$ cat src/rsom_pkg.sv
// rsom_pkg: constants shared by the radio status output mapper
// assumes a 200 MHz aclk and a 32-bit axi4-lite register bus
package rsom_pkg;

  // status actions selectable per output line
  typedef enum logic [4:0] {
    RSOM_ACT_NONE,
    RSOM_ACT_FFSK_DATA,
    RSOM_ACT_HOOKSWITCH,
    RSOM_ACT_MONITOR,
    RSOM_ACT_DATA_TRAFFIC,
    RSOM_ACT_PUBLIC_ADDR,
    RSOM_ACT_SERVICE,
    RSOM_ACT_IDLE,
    RSOM_ACT_TRAFFIC,
    RSOM_ACT_READY,
    RSOM_ACT_STUNNED,
    RSOM_ACT_TX_STATUS,
    RSOM_ACT_PACKET_READY,
    RSOM_ACT_PTT_INHIBIT,
    RSOM_ACT_REFLECT_PTT,
    RSOM_ACT_MODEM,
    RSOM_ACT_SERIAL_TX,
    RSOM_ACT_INBAND_TONE,
    RSOM_ACT_SIG_MUTE
  } rsom_act_e;

  localparam int RSOM_ACT_W = 5;
  localparam int RSOM_NUM_LINES = 8;

  // register byte offsets
  localparam logic [7:0] RSOM_OFF_CTRL = 8'h00;
  localparam logic [7:0] RSOM_OFF_POL = 8'h04;
  localparam logic [7:0] RSOM_OFF_MIRROR = 8'h08;
  localparam logic [7:0] RSOM_OFF_STATUS = 8'h0C;
  localparam logic [7:0] RSOM_OFF_LINES = 8'h10;
  localparam logic [7:0] RSOM_OFF_COND = 8'h14;
  localparam logic [7:0] RSOM_OFF_ACT0 = 8'h20;

  // control register fields
  localparam int RSOM_CTRL_TRUNKED = 0;
  localparam int RSOM_CTRL_ENABLE = 1;
  localparam logic [31:0] RSOM_CTRL_RESET = 32'h0000_0000;

  // mirror register fields: enable bit and destination line
  localparam int RSOM_MIR_EN = 8;
  localparam int RSOM_MIR_LINE_LSB = 0;
  localparam int RSOM_MIR_LINE_W = 3;

  // reset values
  localparam logic [31:0] RSOM_POL_RESET = 32'h0000_00FF;
  localparam logic [RSOM_ACT_W-1:0] RSOM_ACT_RESET = 5'h00;

  // axi response codes
  localparam logic [1:0] RSOM_RESP_OKAY = 2'h0;
  localparam logic [1:0] RSOM_RESP_SLVERR = 2'h2;

  // power-up settle time before the lines are driven
  localparam int RSOM_CLK_MHZ = 200;
  localparam int RSOM_SETTLE_MS = 2;
  localparam int RSOM_SETTLE_CYC = RSOM_SETTLE_MS * 1000 * RSOM_CLK_MHZ * 1000;

endpackage

$ cat src/rsom_mapper.sv
// rsom_mapper: maps radio status conditions onto programmable output lines
// assumes status inputs come from radio logic on aclk (mirror input from a pin)
// Contract
// ffsk line follows valid data reception
// hookswitch line follows mic off hook
// monitor line, except hookswitch-opened monitor
// unassigned line idle unless mirror destination
// data traffic line in trunked mode
// public address line: pa mode and ptt
// integrator puts pa on line two high
// service line while trunked service present
// idle line while trunked and call-ready
// traffic line on voice or data channel
// ready line when initialised, not mode change
// stunned line: stun sets, revive clears
// no stun in trunked mode
// tx status line while transmitting rf
// packet data line when over-air data possible
// ptt inhibit line follows inhibit
// reflected ptt line follows reflected ptts
// modem line while transparent mode active
// serial tx line ignores positioning port
// tone line set on tone, cleared on carrier loss
// mute line on valid traffic until mute closes
// each line has configurable active level
// lines float up to settle time
// one action per line, lines independent
//
// Register access over AXI4-Lite and the address map were left to the implementer.
`timescale 1ns/1ps
`default_nettype none

module rsom_mapper #(
  parameter int NUM_LINES = rsom_pkg::RSOM_NUM_LINES,
  parameter int SETTLE_CYC = rsom_pkg::RSOM_SETTLE_CYC
) (
  // clock and reset
  input wire logic aclk,
  input wire logic aresetn,
  // axi4-lite write address
  input wire logic [7:0] s_axi_awaddr,
  input wire logic s_axi_awvalid,
  output logic s_axi_awready,
  // axi4-lite write data
  input wire logic [31:0] s_axi_wdata,
  input wire logic [3:0] s_axi_wstrb,
  input wire logic s_axi_wvalid,
  output logic s_axi_wready,
  // axi4-lite write response
  output logic [1:0] s_axi_bresp,
  output logic s_axi_bvalid,
  input wire logic s_axi_bready,
  // axi4-lite read address
  input wire logic [7:0] s_axi_araddr,
  input wire logic s_axi_arvalid,
  output logic s_axi_arready,
  // axi4-lite read data
  output logic [31:0] s_axi_rdata,
  output logic [1:0] s_axi_rresp,
  output logic s_axi_rvalid,
  input wire logic s_axi_rready,
  // radio status sources, all on aclk
  input wire logic ffsk_data_valid,
  input wire logic mic_off_hook,
  input wire logic monitor_open,
  input wire logic monitor_by_hook,
  input wire logic on_data_traffic,
  input wire logic on_voice_traffic,
  input wire logic public_addr_mode,
  input wire logic ptt_active,
  input wire logic has_service,
  input wire logic call_idle,
  input wire logic initialised,
  input wire logic mode_changing,
  input wire logic stun_cmd,
  input wire logic revive_cmd,
  input wire logic rf_transmitting,
  input wire logic data_call_possible,
  input wire logic hunting_or_setup,
  input wire logic ptt_inhibited,
  input wire logic reflected_ptt_active,
  input wire logic high_speed_data_modem,
  input wire logic serial_tx_busy,
  input wire logic inband_tone_valid,
  input wire logic carrier_detect,
  input wire logic valid_traffic,
  input wire logic audio_mute_open,
  // external pin mirrored onto a chosen line
  input wire logic mirror_pin,
  // output lines, two signals each
  output logic [NUM_LINES-1:0] line_out,
  output logic [NUM_LINES-1:0] line_oe
);

  localparam int AW = rsom_pkg::RSOM_ACT_W;

  // configuration registers
  logic [31:0] ctrl_reg;
  logic [NUM_LINES-1:0] pol_reg; // 1 = active high
  logic [8:0] mirror_reg;
  logic [AW-1:0] act_reg [NUM_LINES];
  // held condition flags
  logic stun_reg;
  logic tone_reg;
  logic mute_reg;
  logic ffsk_reg;
  logic [31:0] settle_reg;
  logic settled_reg;
  // mirror pin synchroniser
  logic mir_s1_reg;
  logic mir_s2_reg;
  // condition vector, one bit per action code
  logic [31:0] cond;
  logic trunked;

  assign trunked = ctrl_reg[rsom_pkg::RSOM_CTRL_TRUNKED];

  // pin synchroniser; first stage read only by second
  always_ff @(posedge aclk) begin
    if (!aresetn) begin
      mir_s1_reg <= 1'b0;
      mir_s2_reg <= 1'b0;
    end else begin
      mir_s1_reg <= mirror_pin;
      mir_s2_reg <= mir_s1_reg;
    end
  end

  // power-up settle counter; lines float until it expires
  always_ff @(posedge aclk) begin
    if (!aresetn) begin
      settle_reg <= 32'h0000_0000;
      settled_reg <= 1'b0;
    end else if (!settled_reg) begin
      settle_reg <= settle_reg + 32'h0000_0001;
      if (settle_reg >= 32'(SETTLE_CYC - 1)) begin
        settled_reg <= 1'b1;
      end
    end
  end

  // stun latch; stun wins if both arrive together
  always_ff @(posedge aclk) begin
    if (!aresetn) begin
      stun_reg <= 1'b0;
    end else if (!trunked) begin
      if (stun_cmd) begin
        stun_reg <= 1'b1;
      end else if (revive_cmd) begin
        stun_reg <= 1'b0;
      end
    end
  end

  // tone held until carrier ends; a tone without carrier does not set it
  always_ff @(posedge aclk) begin
    if (!aresetn) begin
      tone_reg <= 1'b0;
    end else if (inband_tone_valid && carrier_detect) begin
      tone_reg <= 1'b1;
    end else if (!carrier_detect) begin
      tone_reg <= 1'b0;
    end
  end

  // mute status held from valid traffic until mute closes
  always_ff @(posedge aclk) begin
    if (!aresetn) begin
      mute_reg <= 1'b0;
    end else if (valid_traffic) begin
      mute_reg <= 1'b1;
    end else if (!audio_mute_open) begin
      mute_reg <= 1'b0;
    end
  end

  // ffsk reception flag tracks validity directly
  always_ff @(posedge aclk) begin
    if (!aresetn) begin
      ffsk_reg <= 1'b0;
    end else begin
      ffsk_reg <= ffsk_data_valid;
    end
  end

  // condition vector indexed by action code
  always_comb begin
    cond = 32'h0000_0000;
    cond[rsom_pkg::RSOM_ACT_FFSK_DATA] = ffsk_reg;
    cond[rsom_pkg::RSOM_ACT_HOOKSWITCH] = mic_off_hook;
    cond[rsom_pkg::RSOM_ACT_MONITOR] = monitor_open && !monitor_by_hook;
    cond[rsom_pkg::RSOM_ACT_DATA_TRAFFIC] = trunked && on_data_traffic;
    cond[rsom_pkg::RSOM_ACT_PUBLIC_ADDR] = public_addr_mode && ptt_active;
    cond[rsom_pkg::RSOM_ACT_SERVICE] = trunked && has_service;
    cond[rsom_pkg::RSOM_ACT_IDLE] = trunked && call_idle;
    cond[rsom_pkg::RSOM_ACT_TRAFFIC] =
      trunked && (on_voice_traffic || on_data_traffic);
    cond[rsom_pkg::RSOM_ACT_READY] = initialised && !mode_changing;
    cond[rsom_pkg::RSOM_ACT_STUNNED] = stun_reg && !trunked;
    cond[rsom_pkg::RSOM_ACT_TX_STATUS] = rf_transmitting;
    cond[rsom_pkg::RSOM_ACT_PACKET_READY] = trunked && !hunting_or_setup
      && (data_call_possible || on_data_traffic);
    cond[rsom_pkg::RSOM_ACT_PTT_INHIBIT] = ptt_inhibited;
    cond[rsom_pkg::RSOM_ACT_REFLECT_PTT] = reflected_ptt_active;
    cond[rsom_pkg::RSOM_ACT_MODEM] = high_speed_data_modem;
    cond[rsom_pkg::RSOM_ACT_SERIAL_TX] = serial_tx_busy;
    cond[rsom_pkg::RSOM_ACT_INBAND_TONE] = tone_reg;
    cond[rsom_pkg::RSOM_ACT_SIG_MUTE] = mute_reg;
  end

  // per-line output stage; each line looks only at its own action, or at the synchronised pin when it is the mirror destination
  genvar gi;
  generate
    for (gi = 0; gi < NUM_LINES; gi++) begin : g_line
      logic active;
      logic is_mirror;
      // mirror destination overrides the assigned action
      assign is_mirror = mirror_reg[rsom_pkg::RSOM_MIR_EN]
        && (mirror_reg[2:0] == 3'(gi));
      // no-action code maps to cond bit 0, always low
      assign active = is_mirror ? mir_s2_reg : cond[act_reg[gi]];
      always_ff @(posedge aclk) begin
        if (!aresetn) begin
          line_out[gi] <= 1'b0;
          line_oe[gi] <= 1'b0;
        end else begin
          line_oe[gi] <= settled_reg && ctrl_reg[rsom_pkg::RSOM_CTRL_ENABLE];
          line_out[gi] <= active ~^ pol_reg[gi];
        end
      end
    end
  endgenerate

  // write channel: address and data taken in either order
  logic aw_have_reg;
  logic w_have_reg;
  logic [7:0] aw_addr_reg;
  logic [31:0] w_data_reg;
  logic [3:0] w_strb_reg;
  logic wr_go;
  logic wr_hit;
  logic [31:0] wmask;

  assign wr_go = aw_have_reg && w_have_reg && !s_axi_bvalid;
  assign wmask = {{8{w_strb_reg[3]}}, {8{w_strb_reg[2]}},
                  {8{w_strb_reg[1]}}, {8{w_strb_reg[0]}}};

  // capture address and data, ready low while holding one
  always_ff @(posedge aclk) begin
    if (!aresetn) begin
      aw_have_reg <= 1'b0;
      w_have_reg <= 1'b0;
      aw_addr_reg <= 8'h00;
      w_data_reg <= 32'h0000_0000;
      w_strb_reg <= 4'h0;
      s_axi_awready <= 1'b0;
      s_axi_wready <= 1'b0;
    end else begin
      s_axi_awready <= !aw_have_reg && !(s_axi_awvalid && s_axi_awready);
      s_axi_wready <= !w_have_reg && !(s_axi_wvalid && s_axi_wready);
      if (s_axi_awvalid && s_axi_awready) begin
        aw_have_reg <= 1'b1;
        aw_addr_reg <= s_axi_awaddr;
      end else if (wr_go) begin
        aw_have_reg <= 1'b0;
      end
      if (s_axi_wvalid && s_axi_wready) begin
        w_have_reg <= 1'b1;
        w_data_reg <= s_axi_wdata;
        w_strb_reg <= s_axi_wstrb;
      end else if (wr_go) begin
        w_have_reg <= 1'b0;
      end
    end
  end

  // address decode of a write
  always_comb begin
    wr_hit = 1'b1;
    case (aw_addr_reg)
      rsom_pkg::RSOM_OFF_CTRL: wr_hit = 1'b1;
      rsom_pkg::RSOM_OFF_POL: wr_hit = 1'b1;
      rsom_pkg::RSOM_OFF_MIRROR: wr_hit = 1'b1;
      default: begin
        // action words sit at act0 + 4*line
        wr_hit = (aw_addr_reg >= rsom_pkg::RSOM_OFF_ACT0) && (aw_addr_reg[1:0] == 2'h0)
          && (aw_addr_reg < 8'(rsom_pkg::RSOM_OFF_ACT0 + 4 * NUM_LINES));
      end
    endcase
  end

  // register writes and write response
  always_ff @(posedge aclk) begin
    if (!aresetn) begin
      ctrl_reg <= rsom_pkg::RSOM_CTRL_RESET;
      pol_reg <= NUM_LINES'(rsom_pkg::RSOM_POL_RESET);
      mirror_reg <= 9'h000;
      for (int i = 0; i < NUM_LINES; i++) begin
        act_reg[i] <= rsom_pkg::RSOM_ACT_RESET;
      end
      s_axi_bvalid <= 1'b0;
      s_axi_bresp <= rsom_pkg::RSOM_RESP_OKAY;
    end else begin
      if (s_axi_bvalid && s_axi_bready) begin
        s_axi_bvalid <= 1'b0;
      end
      if (wr_go) begin
        s_axi_bvalid <= 1'b1;
        s_axi_bresp <= wr_hit ? rsom_pkg::RSOM_RESP_OKAY : rsom_pkg::RSOM_RESP_SLVERR;
        case (aw_addr_reg)
          rsom_pkg::RSOM_OFF_CTRL: ctrl_reg <= (ctrl_reg & ~wmask) | (w_data_reg & wmask);
          rsom_pkg::RSOM_OFF_POL: begin
            pol_reg <= NUM_LINES'((32'(pol_reg) & ~wmask) | (w_data_reg & wmask));
          end
          rsom_pkg::RSOM_OFF_MIRROR: begin
            if (w_strb_reg[0]) begin
              mirror_reg[7:0] <= w_data_reg[7:0];
            end
            if (w_strb_reg[1]) begin
              mirror_reg[8] <= w_data_reg[8];
            end
          end
          default: begin
            // one action per line word
            if (wr_hit && w_strb_reg[0]) begin
              act_reg[3'(aw_addr_reg[7:2] - 6'h08)] <= w_data_reg[AW-1:0];
            end
          end
        endcase
      end
    end
  end

  // read channel; one read in flight, answer a cycle after arvalid
  always_ff @(posedge aclk) begin
    if (!aresetn) begin
      s_axi_arready <= 1'b0;
      s_axi_rvalid <= 1'b0;
      s_axi_rdata <= 32'h0000_0000;
      s_axi_rresp <= rsom_pkg::RSOM_RESP_OKAY;
    end else begin
      s_axi_arready <= !s_axi_rvalid && !(s_axi_arvalid && s_axi_arready);
      if (s_axi_rvalid && s_axi_rready) begin
        s_axi_rvalid <= 1'b0;
      end
      if (s_axi_arvalid && s_axi_arready) begin
        s_axi_rvalid <= 1'b1;
        s_axi_rresp <= rsom_pkg::RSOM_RESP_OKAY;
        case (s_axi_araddr)
          rsom_pkg::RSOM_OFF_CTRL: s_axi_rdata <= ctrl_reg;
          rsom_pkg::RSOM_OFF_POL: s_axi_rdata <= 32'(pol_reg);
          rsom_pkg::RSOM_OFF_MIRROR: s_axi_rdata <= {23'h0, mirror_reg};
          rsom_pkg::RSOM_OFF_STATUS: s_axi_rdata <= {28'h0, mute_reg, tone_reg,
                                                      stun_reg, settled_reg};
          rsom_pkg::RSOM_OFF_LINES: s_axi_rdata <= {16'h0, 8'(line_oe), 8'(line_out)};
          rsom_pkg::RSOM_OFF_COND: s_axi_rdata <= cond;
          default: begin
            if (s_axi_araddr >= rsom_pkg::RSOM_OFF_ACT0 && s_axi_araddr[1:0] == 2'h0
                && s_axi_araddr < 8'(rsom_pkg::RSOM_OFF_ACT0 + 4 * NUM_LINES)) begin
              s_axi_rdata <= 32'(act_reg[3'(s_axi_araddr[7:2] - 6'h08)]);
            end else begin
              s_axi_rdata <= 32'h0000_0000;
              s_axi_rresp <= rsom_pkg::RSOM_RESP_SLVERR;
            end
          end
        endcase
      end
    end
  end
endmodule

`default_nettype wire

$ cat config.mk
export PLATFORM = sky130hd
export DESIGN_NAME = rsom_mapper
export DESIGN_NICKNAME = d
export VERILOG_FILES = /design/src/rsom_pkg.sv /design/src/rsom_mapper.sv
export SDC_FILE = /design/constraint.sdc
export NUM_CORES = 1
export LEC_CHECK = 0
export BUFFER_PORTS_ARGS = -buffer_cell sky130_fd_sc_hd__buf_2
export CAP_MARGIN = 15
export CORE_ASPECT_RATIO = 1.4
export CORE_MARGIN = 10
export CORE_UTILIZATION = 40
export CTS_CLUSTER_DIAMETER = 200
export DETAILED_ROUTE_END_ITERATION = 16
export GPL_TIMING_DRIVEN = 0
export PLACE_DENSITY = 0.67
export RECOVER_POWER = 50
export REMOVE_ABC_BUFFERS = 1
export SYNTH_ARGS = -nofsm -noshare
export SYNTH_HDL_FRONTEND = slang
export SYNTH_SLANG_ARGS = --single-unit
export TNS_END_PERCENT = 50
$ cat constraint.sdc
create_clock -name aclk -period 2.1 [get_ports aclk]
set_clock_uncertainty 0.05 [all_clocks]
set_input_delay 0 -clock aclk [delete_from_list [all_inputs] [get_ports aclk]]
set_output_delay 0 -clock aclk [all_outputs]
set_load 0.02 [all_outputs]
==> flow_summary_export.csv <==
group,metric,value,unit
sta,max_freq,470,MHz
clock_tree,clk_pin_slew,60,ps
sta,finalWorstSetupSlack,-25.5,ps
worst_setup_path,crit_family,"simple AND/OR/NAND/NOR gates",
clock_tree,cts_tree,"yes",
clock_tree,cts_sinks,222,
layout,area_delta_synth_final,23.8,%
layout,ff_latch_area,0.00486,mm^2
floorplan,fp.coreArea,0.0277,mm^2
drt,first_pass_iters,5,
worst_setup_path,cp_data_required_time,2280,ps
clock_tree,cts_root_buf,"clkbuf_16",
worst_setup_path,start_kind,"register",
place,portBuffers,139,
power,peakVddDrop,0.479,mV
floorplan,fp-row-count,72,
layout,multi_input_area,0.00610,mm^2
worst_setup_path,crit_type,"register to register",
drt,drt_first_iter_violations,802,
power,cellPowerDensity,693,mW/mm^2
drt,dr_total_vias,10400,
power,leakagePower,5.06,nW
logic_synthesis,synth_seq_cells,222,
global_routing,grt_max_degree,122,
floorplan,num_io_pins,142,
sta,slew_violations,0,
min_path,hold_path.class,"input port to register",
worst_setup_path,critPathSlowestCell,"or4_4",
global_routing,grt_pass1_wl,56.0,mm
floorplan,dieArea,0.0354,mm^2
outcome,status,"complete, but fails checks",
global_routing,grt_pass1_vias,9999,
clock_tree,clk_latency,540,ps
logic_synthesis,synth-main-ff-cell,"dfxtp_1",
sta,rsz0062_at_grt,"true",
logic_synthesis,synth_area_leaders,"dfxtp_1 32%, edfxtp_1 11%, nand2_1 7.7%",
run,timing.max_cap.violations,0,
drt,ant_nets,0,
global_routing,grt_use_total,19.7,%
logic_synthesis,yosysSeqAreaShare,43.0,%
layout,fillers,2651,
outcome,violations,"setup timing",
logic_synthesis,synth-edff-count,40,
sta,timing.final.crit_period,2130,ps
worst_setup_path,crit_buf_inv,1,
sta,worst_pin_slew,1120,ps
logic_synthesis,synth_top_area_share,32.4,%
floorplan,fp.dieH,219,um
place,place.gp.congestion,0.904,
logic_synthesis,synth_area,0.0113,mm^2
logic_synthesis,synth_cell_type_count,60,
logic_synthesis,synth_common_cells,"230 x nand2_1, 182 x dfxtp_1, 125 x a21oi_1",
worst_setup_path,crit_chain,"or4_4 > nor2_4 > nand3b_1 > buf_6 > nor3_4 > nand2b_4",
layout,finalNetCount,1573,
layout,drive_gt1_share,14.8,%
place,dpl.hpwl,24.3,mm
clock_tree,cts_buffers,23,
sta,worst_hold_slack,24.2,ps
logic_synthesis,synth_most_common_cell,"nand2_1",
sta,period_share,101,%
logic_synthesis,synth.avg_cell_area,8.49,um^2
drt,drt_wl_total,36.6,mm
logic_synthesis,synth_largest_area_cell,"dfxtp_1",
clock_tree,clockBufferDepth,3,
sta,hold_viol,0,
sta,finalSetupViolations,5,
place,post-place-ws,-948,ps
worst_setup_path,endpoint_kind,"register",
global_routing,gr-total-overflow,0,
logic_synthesis,syn_inst,1326,
logic_synthesis,async_reset_ff_share,0,%
global_routing,grt_antenna_before_repair,0,
worst_setup_path,slowest_delay,580,ps
floorplan,die_x,162,um
worst_setup_path,cp.arrival,2300,ps
worst_setup_path,critPathMaxFanout,5,
clock_tree,htree_levels,1,
drt,viasPerCell,5.57,
drt,drc,0,
logic_synthesis,synth_warnings,0,
sta,maxSlewHeadroom,24.9,%
floorplan,initial_core_util,40.7,%
drt,wl_per_cell,19.5,um
layout,fin_util,50.4,%
-- final cells by class --
cell class	instances	share of cell area (%)
sequential	222	34.9
inverter	15	0.440
antenna	1	0.0180
clock inverter	11	0.925
tap	370	3.32
multi-input combinational	978	43.8
timing repair buffer	247	12.1
clock buffer	30	4.53
-- worst reg2reg max path, delay by kind of cell (launching register included) --
| kind | cells | cell delay [ps] |
|---|---|---|
| simple gates | 5 | 1290 |
| flops | 1 | 320 |
| buf+inv | 1 | 170 |
-- where the power goes --
group	switching [W]	leakage, nW	total [W]	internal [W]
clock	0.00177	0.374	0.00416	0.00239
combinational	0.000510	2.80	0.000909	0.000399
sequential	0.000164	1.89	0.00459	0.00443
-- layout by cell type, fill, tap and decap left out, drive strengths merged, types with 47 or more instances in the layout --
cell         count
nor2            85
o21ai           47
nand2          230
clkbuf          85
buf            117
a21oi          125
dlygate4sd3     75
and2            54
mux2i           63
dfxtp          182
-- cell families after synthesis --
logic type	Yosys count	share of synthesized area, %
AND/OR/NAND/NOR	553	24.1
AO/OA/AOI/OAI	323	18.1
flip-flops	222	43.0
buffers and inverters	128	4.68
multiplexers	76	8.20
XOR/XNOR	22	1.71
adder cells (fa/ha/maj)	1	0.111
other	1	0.0333
-- worst paths after layout --
kind                                    start                          end  slack (ps)  cells past startpoint
setup reg to reg  aw_addr_reg[7]$_SDFFE_PN0P_  act_reg[0][2]$_SDFFCE_PN0P_         -30                      6
hold reg to reg         mir_s1_reg$_SDFF_PN0_        mir_s2_reg$_SDFF_PN0_         390                      1
hold / removal                s_axi_araddr[7]  s_axi_rdata[0]$_SDFFE_PN0P_          20                      5
setup / recovery  aw_addr_reg[7]$_SDFFE_PN0P_  act_reg[0][2]$_SDFFCE_PN0P_         -30                      6
-- per-layer routing --
layer  routed length [um]  track usage [%]  up-vias
li1                     -                -     5035
met1                14100             22.5     4943
met2                18600             34.8      365
met3                 2320             3.78       97
met4                 1520             8.69        0
met5                    0                0        -
-- stage by stage --
| step | instance area [um^2] | total power (W) | instances | setup TNS (ps) |
|---|---|---|---|---|
| finish | 13900 | 0.00967 | 1874 | -114 |
| global route | 13900 | 0.0100 | 1873 | -647 |
| floorplan | 10800 | 0.00504 | 1214 | -77420 |
| CTS | 13700 | 0.00972 | 1851 | -3020 |
| detailed placement | 12100 | 0.00544 | 1728 | -25470 |
| global placement | 12000 | 0.00541 | 1723 | -434750 |
-- what timing repair did --
action	in CTS	in global routing
cloned	0	1
pin swaps	5	4
hold buffers	75	0
hold endpoints to repair	61	0
resized for setup	38	33
setup buffers	7	21
setup endpoints to repair	111	106
(Power assumes the default switching activity.)
